`config.mk`:
```
export PLATFORM = sky130hd
export DESIGN_NAME = output_mode_loop_regs
export DESIGN_NICKNAME = d
export VERILOG_FILES = /design/src/hdl/output_mode_loop_pkg.sv /design/src/hdl/output_mode_loop_regs.sv
export VERILOG_INCLUDE_DIRS = /design/src /design/src/hdl
export SDC_FILE = /design/constraint.sdc
export NUM_CORES = 1
export LEC_CHECK = 0
export ABC_AREA = 0
export ABC_CLOCK_PERIOD_IN_PS = 1480
export BUFFER_PORTS_ARGS = -buffer_cell sky130_fd_sc_hd__buf_2
export CORE_ASPECT_RATIO = 1.1
export CORE_MARGIN = 2
export CORE_UTILIZATION = 52
export DETAILED_ROUTE_END_ITERATION = 8
export PLACE_DENSITY = 0.9
export SLEW_MARGIN = 20
export SYNTH_ARGS = -nofsm -noshare
export SYNTH_HDL_FRONTEND = slang
export SYNTH_SLANG_ARGS = --single-unit
```
`constraint.sdc`:
```
create_clock -name ref_clk -period 1.48 [get_ports ref_clk]
set_clock_uncertainty 0.1 [all_clocks]
set_input_delay 0.296 -clock ref_clk [delete_from_list [all_inputs] [get_ports ref_clk]]
set_output_delay 0.296 -clock ref_clk [all_outputs]
set_load 0.05 [all_outputs]
```
`src/hdl/output_mode_loop_params.svh`:
```
// Offsets, field positions, reset values and masks of the output mode and loop-through registers.
// Assumes an 8-bit register port with byte-wide data and byte addresses.
`ifndef OUTPUT_MODE_LOOP_PARAMS_SVH
`define OUTPUT_MODE_LOOP_PARAMS_SVH

// Register byte addresses
`define OML_ADDR_MODE     8'h49
`define OML_ADDR_SWING    8'h4B
`define OML_ADDR_LOOP_A   8'h52
`define OML_ADDR_LOOP_EN  8'h56
`define OML_ADDR_LOOP_B   8'h57

// Field positions
`define OML_BIT_STRAP     7
`define OML_BIT_OVERRIDE  6
`define OML_BIT_MAP_REG   5
`define OML_BIT_LOOP_SRC  7
`define OML_BIT_LOOP_EN   3

// Implemented bits of each register; everything else reads zero
`define OML_MASK_MODE     8'hE3
`define OML_MASK_SWING    8'h03
`define OML_MASK_LOOP_A   8'h80
`define OML_MASK_LOOP_EN  8'h08
`define OML_MASK_LOOP_B   8'h06

// Reset values
`define OML_RST_BIT       1'h0
`define OML_RST_FIELD     2'h0
`define OML_RST_BYTE      8'h00

`endif

```
`src/hdl/output_mode_loop_pkg.sv`:
```
// Types shared by the output mode and loop-through register group.
// Assumes the constants header is included by the design file that imports this package.
package output_mode_loop_pkg;

  // Display output port arrangement
  typedef enum logic [1:0] {
    MODE_DUAL      = 2'b00,
    MODE_DUAL_SWAP = 2'b01,
    MODE_SINGLE    = 2'b10,
    MODE_REPLICATE = 2'b11
  } out_mode_e;

  // Second loop-through source field codes
  typedef enum logic [1:0] {
    FIELD_NONE   = 2'b00,
    FIELD_PORT_A = 2'b01,
    FIELD_PORT_B = 2'b10,
    FIELD_BOTH   = 2'b11
  } loop_field_e;

endpackage : output_mode_loop_pkg

```
`src/hdl/output_mode_loop_regs.sv`:
```
// Output mode, drive swing and loop-through select registers of the deserializer.
// Assumes a single-cycle strobe register port and strap inputs stable around reset release.
`timescale 1ns/10ps
`include "output_mode_loop_params.svh"

module output_mode_loop_regs
  import output_mode_loop_pkg::*;
(
  input  wire logic        ref_clk,            // 250 MHz clock
  input  wire logic        nrst,               // Asynchronous reset, active low
  input  wire logic [7:0]  reg_addr,           // Register byte address
  input  wire logic [7:0]  reg_wdata,          // Write data
  input  wire logic        reg_wr,             // Write strobe
  input  wire logic        reg_rd,             // Read strobe
  output logic      [7:0]  reg_rdata,          // Read data, cycle after the strobe
  input  wire logic [1:0]  mode_strap_pin,     // Port mode strap option
  input  wire logic        map_strap_pin,      // Pixel-mapping strap level
  output logic             map_select,         // Effective pixel-mapping select
  output out_mode_e        out_mode,           // Decoded output port mode
  output logic             dual_output,        // Both ports carry distinct data
  output logic             swap_ports,         // Dual output with ports exchanged
  output logic             replicate_output,   // Same data on both ports
  output logic      [1:0]  drive_swing_code,   // Output swing setting
  output logic             loop_route_b,       // Loop output fed from input port b
  output logic             field_sel_a,        // Second field picks input port a
  output logic             field_sel_b,        // Second field picks input port b
  output logic             loop_select_mismatch, // Source bit and field disagree
  output logic             loop_driver_enable  // Loop-through driver on
);

  // Register state
  logic        strap_loaded;
  logic        strap_level;
  logic        map_override;
  logic        map_reg_bit;
  logic [1:0]  output_port_mode_field;
  logic [1:0]  swing_field;
  logic        loop_source_bit;
  logic        loop_en_bit;
  loop_field_e loop_source_field;

  // Write decodes
  logic        wr_mode;
  logic        wr_swing;
  logic        wr_loop_a;
  logic        wr_loop_en;
  logic        wr_loop_b;

  // Implemented-bit mask of an address; unmapped addresses have none
  function automatic logic [7:0] bit_mask(input logic [7:0] addr);
    begin
      unique case (addr)
        `OML_ADDR_MODE:    bit_mask = `OML_MASK_MODE;
        `OML_ADDR_SWING:   bit_mask = `OML_MASK_SWING;
        `OML_ADDR_LOOP_A:  bit_mask = `OML_MASK_LOOP_A;
        `OML_ADDR_LOOP_EN: bit_mask = `OML_MASK_LOOP_EN;
        `OML_ADDR_LOOP_B:  bit_mask = `OML_MASK_LOOP_B;
        default:           bit_mask = `OML_RST_BYTE;
      endcase
    end
  endfunction : bit_mask

  // Field code decode, shared by the outputs and the mismatch check
  function automatic logic field_is(input loop_field_e code, input loop_field_e want);
    begin
      field_is = (code == want);
    end
  endfunction : field_is

  assign wr_mode    = reg_wr && (reg_addr == `OML_ADDR_MODE);
  assign wr_swing   = reg_wr && (reg_addr == `OML_ADDR_SWING);
  assign wr_loop_a  = reg_wr && (reg_addr == `OML_ADDR_LOOP_A);
  assign wr_loop_en = reg_wr && (reg_addr == `OML_ADDR_LOOP_EN);
  assign wr_loop_b  = reg_wr && (reg_addr == `OML_ADDR_LOOP_B);

  // Strap capture at the first edge after release; reset itself only loads constants
  always_ff @(posedge ref_clk or negedge nrst)
  begin
    if (!nrst)
    begin
      strap_loaded <= `OML_RST_BIT;
      strap_level  <= `OML_RST_BIT;
    end
    else if (!strap_loaded)
    begin
      strap_loaded <= 1'b1;
      strap_level  <= map_strap_pin;
    end
  end

  // Mapping override and register bit
  always_ff @(posedge ref_clk or negedge nrst)
  begin
    if (!nrst)
    begin
      map_override <= `OML_RST_BIT;
      map_reg_bit  <= `OML_RST_BIT;
    end
    else if (wr_mode)
    begin
      map_override <= reg_wdata[`OML_BIT_OVERRIDE];
      map_reg_bit  <= reg_wdata[`OML_BIT_MAP_REG];
    end
  end

  // Port mode field; the strap load wins over a write that races it
  always_ff @(posedge ref_clk or negedge nrst)
  begin
    if (!nrst)
    begin
      output_port_mode_field <= `OML_RST_FIELD;
    end
    else if (!strap_loaded)
    begin
      output_port_mode_field <= mode_strap_pin;
    end
    else if (wr_mode)
    begin
      output_port_mode_field <= reg_wdata[1:0];
    end
  end

  // Drive swing code
  always_ff @(posedge ref_clk or negedge nrst)
  begin
    if (!nrst)
    begin
      swing_field <= `OML_RST_FIELD;
    end
    else if (wr_swing)
    begin
      swing_field <= reg_wdata[1:0];
    end
  end

  // Loop-through source bit, driver enable and second source field
  always_ff @(posedge ref_clk or negedge nrst)
  begin
    if (!nrst)
    begin
      loop_source_bit   <= `OML_RST_BIT;
      loop_en_bit       <= `OML_RST_BIT;
      loop_source_field <= FIELD_NONE;
    end
    else
    begin
      if (wr_loop_a)
      begin
        loop_source_bit <= reg_wdata[`OML_BIT_LOOP_SRC];
      end
      if (wr_loop_en)
      begin
        loop_en_bit <= reg_wdata[`OML_BIT_LOOP_EN];
      end
      if (wr_loop_b)
      begin
        loop_source_field <= loop_field_e'(reg_wdata[2:1]);
      end
    end
  end

  // Read data for one cycle after the strobe; reserved and unmapped bits are zero
  always_ff @(posedge ref_clk or negedge nrst)
  begin
    if (!nrst)
    begin
      reg_rdata <= `OML_RST_BYTE;
    end
    else if (reg_rd)
    begin
      unique case (reg_addr)
        `OML_ADDR_MODE:    reg_rdata <= {strap_level, map_override, map_reg_bit, 3'h0, output_port_mode_field};
        `OML_ADDR_SWING:   reg_rdata <= {6'h00, swing_field};
        `OML_ADDR_LOOP_A:  reg_rdata <= {loop_source_bit, 7'h00};
        `OML_ADDR_LOOP_EN: reg_rdata <= {4'h0, loop_en_bit, 3'h0};
        `OML_ADDR_LOOP_B:  reg_rdata <= {5'h00, loop_source_field, 1'h0};
        default:           reg_rdata <= `OML_RST_BYTE;
      endcase
    end
    else
    begin
      reg_rdata <= `OML_RST_BYTE;
    end
  end

  // Mapping select output; registered so the datapath sees a clean level
  always_ff @(posedge ref_clk or negedge nrst)
  begin
    if (!nrst)
    begin
      map_select <= `OML_RST_BIT;
    end
    else
    begin
      map_select <= map_override ? map_reg_bit : strap_level;
    end
  end

  // Port mode decode
  always_ff @(posedge ref_clk or negedge nrst)
  begin
    if (!nrst)
    begin
      out_mode         <= MODE_DUAL;
      dual_output      <= 1'b0;
      swap_ports       <= 1'b0;
      replicate_output <= 1'b0;
    end
    else
    begin
      out_mode         <= out_mode_e'(output_port_mode_field);
      dual_output      <= (output_port_mode_field == MODE_DUAL) ||
                          (output_port_mode_field == MODE_DUAL_SWAP);
      swap_ports       <= (output_port_mode_field == MODE_DUAL_SWAP);
      replicate_output <= (output_port_mode_field == MODE_REPLICATE);
    end
  end

  // Swing code output
  always_ff @(posedge ref_clk or negedge nrst)
  begin
    if (!nrst)
    begin
      drive_swing_code <= `OML_RST_FIELD;
    end
    else
    begin
      drive_swing_code <= swing_field;
    end
  end

  // Loop-through routing; the driver follows only its own enable, never the select
  always_ff @(posedge ref_clk or negedge nrst)
  begin
    if (!nrst)
    begin
      loop_route_b         <= 1'b0;
      field_sel_a          <= 1'b0;
      field_sel_b          <= 1'b0;
      loop_select_mismatch <= 1'b0;
      loop_driver_enable   <= 1'b0;
    end
    else
    begin
      loop_route_b         <= loop_source_bit;
      field_sel_a          <= field_is(loop_source_field, FIELD_PORT_A);
      field_sel_b          <= field_is(loop_source_field, FIELD_PORT_B);
      // Flag only; software owns keeping the two selects in step
      loop_select_mismatch <= loop_source_bit ? !field_is(loop_source_field, FIELD_PORT_B)
                                              : !field_is(loop_source_field, FIELD_PORT_A);
      loop_driver_enable   <= loop_en_bit;
    end
  end
endmodule : output_mode_loop_regs
```
# Yosys cells after proc, flatten, opt, wreduce, memory -nomap -nowiden
# Index checks and enable logic that the tools add are counted.
[word_totals]
register_bits = 33
in_bits = 23
output_inout_bits = 21
word_cells = 46
[op_classes]
eq_ne = 10
muxes = 6
reduce_logical = 9
[op_table]
columns = ["cell", "count"]
rows = [
  ["$eq 8x7->1 const B", 5],
  ["$pmux 8 s5", 1],
  ["$mux 8", 1],
  ["$logic_and 1x1->1", 5],
  ["$eq 2x1->1 const B", 2],
  ["$eq 2x2->1 const B", 2],
  ["$mux 2", 2],
  ["$logic_not 1->1", 2],
  ["$logic_not 2->1", 1],
  ["$mux 1", 2],
  ["$ne 2x1->1 const B", 1],
  ["$logic_or 1x1->1", 1],
]

# Depth between registers and ports, before layout
[logic_depth]
depth_word = 4
depth_mapped = 4
mapped_depth_nobuf = 3

# Worst setup path before layout
# OpenSTA, ideal clock, no wires.
[synth_path]
path_type = "in2reg"
startpoint = "input port reg_addr[5]"
endpoint = "register loop_en_bit"
setup_ns = 0.125
t_arrival_ns = 1.422
required_time_ns = 1.255
path_slack_ns = -0.167
path_stages = 4
n_path_buf = 1
path_cell_list = "or3b_1 clkbuf_2 nor4_1 mux2_2"
[synth_via]
elab_chain_len = 2
[synth_rtl]
columns = ["item", "line", "rtl"]
rows = [
  ["start: declaration", "output_mode_loop_regs.sv:11", "input wire logic [7:0] reg_addr,"],
  ["$eq 8x7->1", "n/a", ""],
  ["$logic_and 1x1->1", "output_mode_loop_regs.sv:73", "assign wr_loop_en = reg_wr && (reg_addr == `OML_ADDR_LOOP_EN);"],
  ["end signal: assignment", "output_mode_loop_regs.sv:142", "loop_en_bit <= `OML_RST_BIT;"],
  ["end signal: assignment", "output_mode_loop_regs.sv:153", "loop_en_bit <= reg_wdata[`OML_BIT_LOOP_EN];"],
  ["end: declaration", "output_mode_loop_regs.sv:39", "logic loop_en_bit;"],
]
# Every way passes these cells.
# A chain may end at the register's enable or synchronous reset.

# Worst setup path after layout
[layout_path]
startpoint = "input port reg_addr[5]"
endpoint = "register output_port_mode_field[1]"
[layout_via]
elab_chain_len = 3
[layout_rtl]
columns = ["item", "line", "rtl"]
rows = [
  ["$eq 8x7->1", "n/a", ""],
  ["$logic_and 1x1->1", "output_mode_loop_regs.sv:70", "assign wr_mode = reg_wr && (reg_addr == `OML_ADDR_MODE);"],
  ["$ne 2x1->1 (no source line)", "n/a", ""],
  ["end signal: assignment", "output_mode_loop_regs.sv:111", "output_port_mode_field <= `OML_RST_FIELD;"],
  ["end signal: assignment", "output_mode_loop_regs.sv:115", "output_port_mode_field <= mode_strap_pin;"],
  ["end signal: assignment", "output_mode_loop_regs.sv:119", "output_port_mode_field <= reg_wdata[1:0];"],
  ["end: declaration", "output_mode_loop_regs.sv:36", "logic [1:0] output_port_mode_field;"],
]
# Every way passes these cells.

==> run_results.csv <==
group,metric,value,unit
sta,finalCritPeriodShare,0.942,
final_layout,fillers,158,
floorplan,start_util,0.561,
setup_path,worst-endpoint-required,1.63,ns
synthesis,syn_nets,119,
route,drtIter0Drc,12,
grt,grt_pass1_wl,4440,um
final_layout,stdcell_count,185,
setup_path,slowest_stage,"or4_1",
setup_path,path_buf_inv,2,
clocking,cts.sinks,32,
setup_path,crit_fanout,7,
synthesis,synthDistinctLibCells,31,
final_layout,drive_gt1_frac,0.497,
route,drt_first_pass_iters,4,
placement,port_buffers,41,
clocking,cts-root-buf,"clkbuf_4",
route,topRoutingLayerUsed,"met4",
clocking,cts_buffers,5,
setup_path,crit_type,"input pin to flip-flop",
worst_hold_path,min_to,"loop_en_bit",
route,dr_wl_met2,1360,um
synthesis,postSynthAreaPerCell,13.3,um^2
placement,gp_congestion,0.861,
placement,post-place-cells,176,
setup_path,cp_cell_sequence,"buf_2 > or3b_1 > buf_4 > or4_1 > a31oi_1",
synthesis,synthFlopType,"dfrtp_1",
worst_hold_path,hold_start,"reg_wdata[3]",
sta,finalMaxSlewViolations,0,
setup_path,worst_r2r_startpoint,"output_port_mode_field[1]",
final_layout,finish.instance_area,1690,um^2
final_layout,seqCellArea,801,um^2
clocking,cts_tree,"built",
setup_path,start_kind,"input pin",
route,route.detailed.drc,0,
sta,final-hold-violation-count,0,
setup_path,crit_family,"simple AND/OR/NAND/NOR gates",
setup_path,crit_path_end_kind,"flip-flop",
route,dr_wl_met3,158,um
synthesis,ys_ff_latch,32,
clocking,cts_max_path_buffers,2,
floorplan,dieArea,2860,um^2
synthesis,synth_area,1270,um^2
grt,gr-total-overflow,0,
grt,antenna_found_initial,0,
grt,grt_pass1_vias,1024,
final_layout,n_antenna_cell,0,
worst_hold_path,hold_path_class,"input pin to flip-flop",
final_layout,multi_input_area,455,um^2
run_status,status,"completed",
route,routedWlPerCell,14.2,um
route,vias_per_cell,5.37,
final_layout,area_delta_synth_final,32.3,%
synthesis,synth_warnings,0,
placement,placed_cell_area,1600,um^2
floorplan,num_io_pins,44,
pwr,leakage,0.864,nW
setup_path,rr_worst_depth,3,
synthesis,synth-seq-area-share,0.628,
sta,timing.fmax,0.718,GHz
synthesis,async_flop_share,1.00,
floorplan,core-area,2270,um^2
sta,setup_violations,0,
job,maxCapViolations,0,
clocking,cts.clk_slew.worst_paths,0.09,ns
floorplan,rows,18,
sta,min_period,1.39,ns
route,totalWireLength,2620,um
sta,worst_pin_slew,0.677,ns
worst_hold_path,hold_depth,2,
route,ant_nets,0,
floorplan,die_w,51.2,um
floorplan,die_h,55.9,um
sta,rsz0062_at_grt,"no",
pwr,powerDensity,1090,nW/um^2
final_layout,nNetsFinal,177,
sta,slew_headroom,0.548,
setup_path,r2r_end,"reg_rdata[1]",
synthesis,syn_inst,96,
grt,globalRouteTotalUtil,0.214,
clocking,htree_num_levels,2,
setup_path,r2r_slack,0.37,ns
setup_path,critPathMaxStageDelay,0.41,ns
synthesis,synth_edf_count,0,
grt,grt_max_degree,33,
clocking,post-cts-setup-buffer-count,0,
route,vias,993,
clocking,clk_latency,0.32,ns
placement,dp_hpwl,1960,um
route,wl_met1,1020,um
setup_path,crit_arrival,1.54,ns
pwr,ir_worst_vdd,786,uV
## kinds of logic after synthesis
family | Yosys count | synth area share
AOI/OAI and AO/OA | 6 | 0.0334
muxes | 13 | 0.114
buffers and inverters | 5 | 0.0196
DFF | 32 | 0.628
and+or+nand+nor | 38 | 0.199
other | 2 | 0.00589
## power by group
| group | internal, mW | switching (mW) |
|---|---|---|
| Sequential | 0.917 | 0.0249 |
| Combinational | 0.0929 | 0.174 |
| Clock | 0.354 | 0.277 |
| Total | 1.36 | 0.476 |
## cell usage after synthesis (all sizes together), types with 3 or more instances
cell type,number,area share
buf,3,0.013
dfrtp,32,0.63
mux2,12,0.11
nand2,5,0.015
nand3,6,0.024
nor2,3,0.0088
nor2b,3,0.015
nor4,3,0.015
## how the worst max path moves through the flow
stage | startpoint | end | slack [ns] | cells past startpoint
2_1_floorplan | reg_addr[5] | loop_en_bit | -0.15 | 4
3_3_place_gp | reg_addr[5] | output_port_mode_field[0] | -0.19 | 5
3_5_place_dp | reg_addr[5] | output_port_mode_field[1] | -0.26 | 5
4_1_cts | reg_addr[5] | output_port_mode_field[1] | 0.09 | 5
5_1_grt | reg_addr[5] | output_port_mode_field[1] | 0.06 | 5
6_report | reg_addr[5] | output_port_mode_field[1] | 0.09 | 5
## cells in the final DEF (no fill, tap or decap), drive strengths merged, types with 3 or more instances in the layout
cell    instances
dfrtp          32
mux2           12
nand2           5
clkbuf          6
nor2            3
nor4            3
buf            54
nor2b           3
nand3           6
## registers in the layout (all words and copies together) (netlist names), 2 cells and up
signal / flops
loop_source_field: 2
swing_field: 2
out_mode: 2
drive_swing_code: 2
output_port_mode_field: 2
reg_rdata: 7
## repair_timing
item | CTS | global route
hold buffers | 1 | 0
resized for setup | 0 | 0
hold endpoints to repair | 32 | 0
endpoints found under the setup margin | 0 | 0
## through the flow
stage | util | hold slack [ns] | setup TNS [ns] | worst slack, ns | power [mW]
4_1_cts | 0.741 | 0.0959 | 0 | 0.0867 | 1.85
3_5_place_dp | 0.704 | 0.262 | -1.54 | -0.258 | 1.23
5_1_grt | 0.741 | 0.0820 | 0 | 0.0604 | 1.93
3_3_place_gp | 0.704 | 0.248 | -1.15 | -0.194 | 1.21
2_1_floorplan | - | -0.0996 | -0.208 | -0.151 | 1.11
6_report | 0.741 | 0.0992 | 0 | 0.0863 | 1.84
## per-layer routing
layer / global-route usage / vias to the layer above
li1: - / 460
met1: 0.227 / 485
met2: 0.353 / 39
met3: 0.0887 / 9
met4: 0.120 / 0
met5: 0 / -
## area by class of cell
cell class,count,area share
clock buffer,6,0.0245
clock inverter,2,0.0208
inverter,1,0.00223
multi-input combinational,59,0.270
sequential,32,0.475
tap,30,0.0223
timing repair buffer,55,0.185
No activity file was read; power rests on OpenSTA's default activity.
